--- src/sss_pkg.sv ---
/*
   constants for the synchronous sram select, write and sleep control.
   assumes one 125 MHz clock and synchronous active-high reset.
*/
// Summary of operation
// selected only when first enable low, second high, third low.
// full-width write on global write low, or gate low with all lanes low.
// after a write, data outputs stay high-z until a new strobed read.
// controller must deselect the device before raising sleep request.
// on leaving sleep, data pins stay high-z until a later read.
// gated byte write stores only lanes whose lane write input is low.
package sss_pkg;
   localparam int LANES = 4;
   localparam int LANE_BITS = 9;
   localparam int ADDR_BITS = 6;
   localparam int READ_LATENCY = 2;
   localparam logic RST_DRIVE = 1'b0;
endpackage

--- src/sss_mem.sv ---
/*
   byte-lane writable memory with registered read data.
   assumes writes and reads are synchronous to clock.
*/
`timescale 1ns/1ps
module sss_mem #(
   parameter int LANES = sss_pkg::LANES,
   parameter int LANE_BITS = sss_pkg::LANE_BITS,
   parameter int ADDR_BITS = sss_pkg::ADDR_BITS
) (
   input wire logic clock,
   input wire logic [ADDR_BITS-1:0] addr,
   input wire logic [LANES-1:0] lane_we,
   input wire logic [LANES*LANE_BITS-1:0] wdata,
   output logic [LANES*LANE_BITS-1:0] rdata
);
   logic [LANES*LANE_BITS-1:0] mem [0:(1<<ADDR_BITS)-1];

   always_ff @(posedge clock)
   begin
      for (int i = 0; i < LANES; i++)
      begin
         if (lane_we[i])
         begin
            mem[addr][i*LANE_BITS +: LANE_BITS] <=
               wdata[i*LANE_BITS +: LANE_BITS];
         end
      end
      rdata <= mem[addr];
   end
endmodule

--- src/sss_ctrl.sv ---
/*
   bus-side control of a pipelined synchronous sram: chip select decode,
   byte and full writes, output drive control and sleep.
   assumes all inputs are synchronous to clock; the controller keeps the
   device deselected while raising sleep_request.
*/
`timescale 1ns/1ps
module sss_ctrl #(
   parameter int LANES = sss_pkg::LANES,
   parameter int LANE_BITS = sss_pkg::LANE_BITS,
   parameter int ADDR_BITS = sss_pkg::ADDR_BITS
) (
   input wire logic clock,
   input wire logic rst,
   input wire logic [ADDR_BITS-1:0] addr,
   input wire logic pipeline_select_n,
   input wire logic depth_expand_select_high,
   input wire logic depth_expand_select_n,
   input wire logic processor_addr_strobe_n,
   input wire logic controller_addr_strobe_n,
   input wire logic global_write_n,
   input wire logic byte_write_gate_n,
   input wire logic [LANES-1:0] lane_write_n,
   input wire logic sleep_request,
   input wire logic [LANES*LANE_BITS-1:0] data_in,
   output logic [LANES*LANE_BITS-1:0] data_out,
   output logic data_oe,
   output logic selected,
   output logic full_write,
   output logic sleeping
);
   // read pipe taps stage READ_LATENCY-2, so two stages is the floor
   if (LANES < 1 || LANE_BITS < 1 || ADDR_BITS < 1 ||
      sss_pkg::READ_LATENCY < 2)
   begin
      $error("sss_ctrl: unsupported parameter values");
   end

   typedef enum logic [1:0] {SSS_IDLE, SSS_READ, SSS_WRITE, SSS_SLEEP}
      sss_state_t;

   sss_state_t state;
   sss_state_t next_state;
   logic strobe;
   logic is_write;
   logic [LANES-1:0] lane_we;
   logic [LANES*LANE_BITS-1:0] rdata;
   logic [sss_pkg::READ_LATENCY-1:0] read_pipe;

   function automatic logic sss_sel(input logic a_n, input logic b,
      input logic c_n);
      return !a_n && b && !c_n;
   endfunction

   assign strobe = !processor_addr_strobe_n || !controller_addr_strobe_n;
   assign selected = sss_sel(pipeline_select_n, depth_expand_select_high,
      depth_expand_select_n);
   assign full_write = !global_write_n ||
      (!byte_write_gate_n && (lane_write_n == '0));
   assign is_write = !global_write_n || !byte_write_gate_n;
   assign sleeping = (state == SSS_SLEEP);

   // only a controller strobe may start a write; processor strobe reads
   always_comb
   begin
      lane_we = '0;
      if (selected && !controller_addr_strobe_n && !sleep_request)
      begin
         if (!global_write_n)
            lane_we = '1;
         else if (!byte_write_gate_n)
            lane_we = ~lane_write_n;
      end
   end

   always_comb
   begin
      next_state = state;
      case (state)
         SSS_SLEEP:
            if (!sleep_request)
               next_state = SSS_IDLE;
         default:
            if (sleep_request && !selected)
               next_state = SSS_SLEEP;
            else if (selected && strobe && !sleep_request)
               next_state = (|lane_we) ? SSS_WRITE : SSS_READ;
      endcase
   end

   always_ff @(posedge clock)
   begin
      if (rst)
         state <= SSS_IDLE;
      else
         state <= next_state;
   end

   // read pipe: strobed read, not a write, not during sleep
   always_ff @(posedge clock)
   begin
      if (rst || state == SSS_SLEEP || sleep_request)
         read_pipe <= '0;
      else
         read_pipe <= {read_pipe[sss_pkg::READ_LATENCY-2:0],
            selected && strobe && !(|lane_we) &&
            (processor_addr_strobe_n ? !is_write : 1'b1)};
   end

   // drive only for reads; writes and sleep exit leave bus high-z
   always_ff @(posedge clock)
   begin
      if (rst)
         data_oe <= sss_pkg::RST_DRIVE;
      else if (|lane_we || state == SSS_SLEEP)
         data_oe <= 1'b0;
      else if (read_pipe[sss_pkg::READ_LATENCY-2])
         data_oe <= 1'b1;
      else if (selected && strobe)
         data_oe <= data_oe;
      else if (!selected && strobe)
         data_oe <= 1'b0;
   end

   always_ff @(posedge clock)
   begin
      if (rst)
         data_out <= '0;
      else if (read_pipe[sss_pkg::READ_LATENCY-2])
         data_out <= rdata;
   end

   sss_mem #(
      .LANES(LANES),
      .LANE_BITS(LANE_BITS),
      .ADDR_BITS(ADDR_BITS)
   ) u_mem (
      .clock(clock),
      .addr(addr),
      .lane_we(lane_we),
      .wdata(data_in),
      .rdata(rdata)
   );

   // a deselected cycle neither writes nor starts a read
   chk_select_decode: assert property (
      @(posedge clock) disable iff (rst)
      !selected |-> (lane_we == '0) ##1 !read_pipe[0])
      else $error("deselected cycle acted");

   chk_full_lanes: assert property (
      @(posedge clock) disable iff (rst)
      (selected && !controller_addr_strobe_n && !sleep_request &&
      full_write) |-> (lane_we == '1))
      else $error("full write lanes");

   chk_full_decode: assert property (
      @(posedge clock) disable iff (rst)
      !global_write_n |-> full_write)
      else $error("global write not full width");

   chk_proc_read_only: assert property (
      @(posedge clock) disable iff (rst)
      (!processor_addr_strobe_n && controller_addr_strobe_n)
      |-> (lane_we == '0))
      else $error("processor strobe wrote");

   chk_write_hiz: assert property (
      @(posedge clock) disable iff (rst)
      (|lane_we) |=> (!data_oe && !read_pipe[0]))
      else $error("bus driven after write");

   // high-z is only left through a read in the pipe
   chk_hiz_hold: assert property (
      @(posedge clock) disable iff (rst)
      (!data_oe && !read_pipe[0]) |=> !data_oe)
      else $error("bus driven without read");

   chk_read_drive: assert property (
      @(posedge clock) disable iff (rst)
      (read_pipe[0] && (lane_we == '0) && !sleeping) |=> data_oe)
      else $error("read data not driven");

   chk_sleep_entry: assert property (
      @(posedge clock) disable iff (rst)
      (!sleeping && sleep_request && selected) |=> !sleeping)
      else $error("sleep entered while selected");

   chk_sleep_taken: assert property (
      @(posedge clock) disable iff (rst)
      (!sleeping && sleep_request && !selected) |=> sleeping)
      else $error("sleep request not taken");

   chk_sleep_refuse: assert property (
      @(posedge clock) disable iff (rst)
      sleep_request |-> (lane_we == '0))
      else $error("write during sleep request");

   chk_sleep_hiz: assert property (
      @(posedge clock) disable iff (rst)
      (sleeping ##1 !sleeping) |-> !data_oe [*2])
      else $error("bus driven leaving sleep");

   chk_sleep_quiet: assert property (
      @(posedge clock) disable iff (rst)
      sleeping |=> !data_oe)
      else $error("bus driven in sleep");

   chk_sleep_exit: assert property (
      @(posedge clock) disable iff (rst)
      (sleeping && !sleep_request) |=> !sleeping)
      else $error("sleep not left");

   chk_lane_mask: assert property (
      @(posedge clock) disable iff (rst)
      (global_write_n && !byte_write_gate_n && selected &&
      !controller_addr_strobe_n && !sleep_request)
      |-> (lane_we == ~lane_write_n))
      else $error("lane mask");
endmodule

--- config.mk ---
export PLATFORM = sky130hd
export DESIGN_NAME = sss_ctrl
export DESIGN_NICKNAME = d
export VERILOG_FILES = /design/src/sss_pkg.sv /design/src/sss_mem.sv /design/src/sss_ctrl.sv
export SDC_FILE = /design/constraint.sdc
export NUM_CORES = 2
export LEC_CHECK = 0
export ABC_AREA = 1
export BUFFER_PORTS_ARGS = -buffer_cell sky130_fd_sc_hd__buf_2
export CORE_ASPECT_RATIO = 1.25
export CORE_UTILIZATION = 60
export DETAILED_ROUTE_END_ITERATION = 6
export PLACE_DENSITY = 0.76
export SYNTH_ARGS = -nofsm -noshare
export SYNTH_HDL_FRONTEND = slang
export SYNTH_SLANG_ARGS = --single-unit
--- constraint.sdc ---
create_clock -name clock -period 2.7 [get_ports clock]
set_clock_uncertainty 0.1 [all_clocks]
set_input_delay 0.135 -clock clock [delete_from_list [all_inputs] [get_ports clock]]
set_output_delay 0.135 -clock clock [all_outputs]
set_load 0.01 [all_outputs]
======== Yosys cells after proc, flatten, opt, wreduce, memory -nomap -nowiden ========
Memory sizes are Yosys's and may differ from the RTL's. A register that Yosys moved wholly into a read port is not among the register bits.
Index checks and enable logic that the tools add are counted.
storage, ports and cells
  output and inout bits ................... 40
  memories ................................ 1
  bits of input ports ..................... 56
  RAM bits ................................ 2304
  flip-flop bits (word level) ............. 40
  logic and storage cells ................. 63
memories
  memory     words  bits a word  rd ports  clocked after Yosys merged registers in  write ports  RTL line       source
  u_mem.mem  64     36           1         1                                        1            sss_mem.sv:17  logic [LANES*LANE_BITS-1:0] mem [0:(1<<ADDR_BITS)-1];
operators by class
  eq/ne operators ......................... 3
  reduce and logical (&&, ||, !) cells .... 34
  bitwise operators ....................... 1
  muxes and demuxes ....................... 20
operator list
  cell                                          count
  two-way mux 1 bit                             12
  two-way mux 4 bit                             3
  logical AND 1 bit                             11
  zero test 1 bit                               10
  two-way mux 2 bit                             5
  logical OR 1 bit                              6
  zero test 4 bit                               1
  inequality test 2 bit, second input constant  2
  NOT 4 bit                                     1
  AND reduction 2 bit                           2
  OR reduction 4 bit                            1
  nonzero test 3 bit                            1
  equality test 2 bit, second input constant    1
  nonzero test 2 bit                            1
  OR reduction 2 bit                            1

======== Longest topological paths before layout ========
  depth in word-level cells ............... 11
  depth in mapped cells ................... 15
  depth with buffers taken out ............ 11

======== Hierarchy ========
From an unflattened synthesis, not the netlist that was laid out.
unflattened totals
  cell total of the unflattened synthesis .. 9977
  area total of the unflattened synthesis .. 100356.2 µm²
by module, submodules not included
  module    area an instance (µm²)  cells an instance  instances  sequential area each (µm²)
  sss_mem   98837.3                 9769               1          69907.0
  sss_ctrl  1519.0                  208                1          800.8

======== Worst setup path after synthesis ========
Ideal clock, no wire load.
  kind .................................... input to register
  start ................................... input port addr[1]
  end ..................................... memory u_mem.mem[4][0] (netlist bit) (enable)
  stages on the path ...................... 8
  setup time .............................. 0.374 ns
  setup slack ............................. 0.688 ns
  required time ........................... 2.226 ns
  arrival ................................. 1.538 ns
  buffers on the path ..................... 3
  cell sequence ........................... buf_2 -> buf_2 -> buf_2 -> nor2_4 -> inv_1 -> nor2_4 -> nand2_1 -> nor2_1
RTL lines
  what                RTL line        source
  start: declaration  sss_ctrl.sv:15  input wire logic [ADDR_BITS-1:0] addr,
  end: declaration    sss_mem.sv:17
No word-level cell before the write port.

======== Final worst setup path ========
  start ................................... input port depth_expand_select_high
  end ..................................... register state[1]
between the ends
  cells in the longest elaborated chain, start to end .. 10
  elaborated cells between the ends (all ways) .. 16
  classes of those cells .................. mux (5); reduce/logical (11)
RTL lines
  what                               RTL line        source
  start: declaration                 sss_ctrl.sv:17  input wire logic depth_expand_select_high,
  logical AND 1 bit * (2 in series)  sss_ctrl.sv:52  return !a_n && b && !c_n;
  logical AND 1 bit (2 in series)    sss_ctrl.sv:67  if (selected && !controller_addr_strobe_n && !sleep_request)
  two-way mux 4 bit                  sss_ctrl.sv:67
  OR reduction 4 bit                 sss_ctrl.sv:87  next_state = (|lane_we) ? SSS_WRITE : SSS_READ;
  two-way mux 2 bit                  sss_ctrl.sv:87
  two-way mux 2 bit                  sss_ctrl.sv:86  else if (selected && strobe && !sleep_request)
  two-way mux 2 bit                  sss_ctrl.sv:84  if (sleep_request && !selected)
  two-way mux 2 bit                  sss_ctrl.sv:79  case (state)
  end signal: assignment             sss_ctrl.sv:96  state <= next_state;
  end: declaration                   sss_ctrl.sv:42  sss_state_t state;
Every way passes the cells marked *; elsewhere a longest branch is shown, timed or not. The select of a mux whose other input is x is not followed.
A chain may end at the register's enable or synchronous reset.

==> out/metrics.cfg <==
[drt]
drt-total-wl_um=278000
drtPass1Iterations=7
vias=71500
wl_per_cell_um=22.0
routed_via_density=5.65
antenna_left=0
dr.first_iter.drc_count=9102
drc=1

[clock_tree]
cts_tree=built
post-cts-setup-buffer-count=0
cts_max_level=4
cts.path.max_buffers=3
clk_pin_slew_ns=0.07
clock-root-buffer=clkbuf_16
clkSinkCount=2380
numCtsBuffers=211
clk_latency_ns=0.88

[synth]
syn_area_um2=100000
yosys-top-cells-count=nand2_1 (6,529), edfxtp_1 (2,304), nor2_1 (413)
yosys_warnings=0
synth_cell_type_count=28
synthFlopType=edfxtp_1
synth_edf_count=2304
syn_nets=10000
yosysMostFrequentCell=nand2_1
yosys-top-cells-area=edfxtp_1 (69%), nand2_1 (24%), nor2_1 (1.5%), dfxtp_1 (1.5%), buf_2 (1.3%)
synth-seq-cells=2380
synth_top_area_share=0.691
ys_seq_area_frac=0.706
syn_inst=9969
synth.avg_cell_area_um2=10.0
yosysTopAreaCell=edfxtp_1
async_flop_share=0

[sta]
period_minus_slack_ns=2.65
finalHoldViolations=0
layout_setup_ws_ns=0.0505
finalSetupTns_ns=0
worst_slew_pin_slew_ns=1.16
slew_headroom=0.225
whs_ns=0.0847
fin_crit_sh=0.981
drv_slew=0
max_freq_ghz=0.377
setup_viol=0

[floorplan]
die_area_um2=169000
die_h_um=459
initial_core_util=0.604
core_area_um2=166000
row_count=167
ios=96
fp.dieW_um=367

[power]
power_density_nw_per_um2=668
power_leakage_nw=47.6
finalPower_mw=75.2
ir_worst_vdd_mv=0.846

[layout]
multi_input_area_um2=26800
seqCellArea_um2=70700
area_growth_pct=12.5
nFillCells=11700
finalNetCount=10300
drive_above_1_share=0.0859

[setup_path]
slowest_delay_ns=0.65
crit_path_end=state[1]
cp_max_fo=6
cp.required_ns=3.41
worstRegToRegCells=8
r2r-start=state[0]
crit_chain=dlygate4sd3_1, buf_2, nand3b_1, dlygate4sd3_1, nor2_4, o21ai_0, nand3_1, dlygate4sd3_1, nand2_1, a21oi_1, dlygate4sd3_1
r2r-end=state[0]
critical_path_class=primary input to register
setup.worst_path.start=depth_expand_select_high
reg2reg_slack_ns=0.34
cp.arrival_ns=3.36
crit_path_top_delay_cell=dlygate4sd3_1
crit_top_cell=dlygate4sd3_1
end_kind=register
critPathLaunchType=primary input

[flow_run]
maxCapViolations=0

[outcome]
violations=design-rule violations
outcome=finished with violations

[place]
pre_cts_ws_ns=-0.312
gp_congestion=0.941
numPortBuffers=95
hpwlAfterDp_um=171000

[grt]
grt-ovfl-total=0
grt_max_degree=152
track_usage=0.329
grt_first_pass_wirelength_um=413000
grt_pass1_vias=68400
antenna_found_initial=17

[worst_hold_path]
hold_class=primary input to register

[critical path, delay by kind of cell]
family,cells,cell delay [ns]
buf+inv,5,2.40
simple gates,4,0.46
compound gates,2,0.35
[state kept, by name, indices dropped and copies added (netlist names)]
register,count
read_pipe,1
data_oe,1
state,2
u_mem.mem,2304
u_mem.rdata,36
data_out,36
[layout by cell type, fill, tap and decap left out, types with 5 or more instances in the layout]
| cell type | instances |
|---|---|
| buf_12 | 72 |
| buf_2 | 92 |
| buf_4 | 388 |
| bufinv_16 | 15 |
| clkbuf_1 | 51 |
| clkbuf_16 | 214 |
| clkbuf_8 | 6 |
| clkinv_1 | 33 |
| clkinv_16 | 5 |
| clkinv_2 | 39 |
| clkinvlp_4 | 9 |
| dfxtp_1 | 74 |
| diode_2 | 8 |
| dlygate4sd3_1 | 51 |
| edfxtp_1 | 2304 |
| inv_1 | 25 |
| inv_16 | 5 |
| nand2_1 | 6524 |
| nand2_2 | 5 |
| nand3_1 | 9 |
| nor2_1 | 412 |
| nor2_4 | 10 |
| nor3_4 | 8 |
| o211ai_1 | 5 |
| o21ai_0 | 45 |
| o21ai_1 | 5 |
| or2_2 | 6 |
[layer usage]
metal,share of wire,GRT usage
met1,0.36,0.422
met2,0.47,0.520
met3,0.10,0.0578
met4,0.070,0.215
met5,0.00033,0
[report_power, final]
group | internal, mW | switching [mW] | total, mW
logic | 1.20 | 3.51 | 4.71
clock network | 16.3 | 13.5 | 29.8
registers | 40.6 | 0.141 | 40.7
total | 58.0 | 17.1 | 75.2
[area by class of cell]
type / instances / share of cell area
flip-flops and latches: 2380 / 0.628
multi-input cells: 7044 / 0.238
clock buffers: 271 / 0.0500
repair buffers: 607 / 0.0478
well taps: 2197 / 0.0244
clock inverters: 117 / 0.0108
inverters: 29 / 0.00117
diodes: 8 / 0.000178
[cell families after synthesis]
kind of cell	synth area share
AOI/OAI and AO/OA	0.00315
buffers and inverters	0.0271
DFF	0.706
and+or+nand+nor	0.264
[per-stage QoR]
stage	instance area, um2	util	instances
after floorplan	100000	-	9969
after global placement	105000	0.635	12200
after detailed placement	105000	0.635	12200
after CTS	113000	0.679	12600
after global routing	113000	0.680	12600
final	113000	0.680	12700
[worst min-delay path by stage]
stage                             end     from  depth (start not counted)
finish                u_mem.rdata[31]  addr[3]                          7
global route        u_mem.mem[50][14]  addr[3]                          4
CTS                   u_mem.rdata[31]  addr[3]                          7
detailed placement           state[0]      rst                          2
global placement             state[1]      rst                          2
floorplan                    state[1]      rst                          1
[what timing repair did]
item	4_1_cts	5_1_grt
hold buffers	52	0
endpoints found under the hold margin	1991	0
gates resized for setup	0	7
endpoints found under the setup margin	0	20
Power figures use the tool's default switching activity.
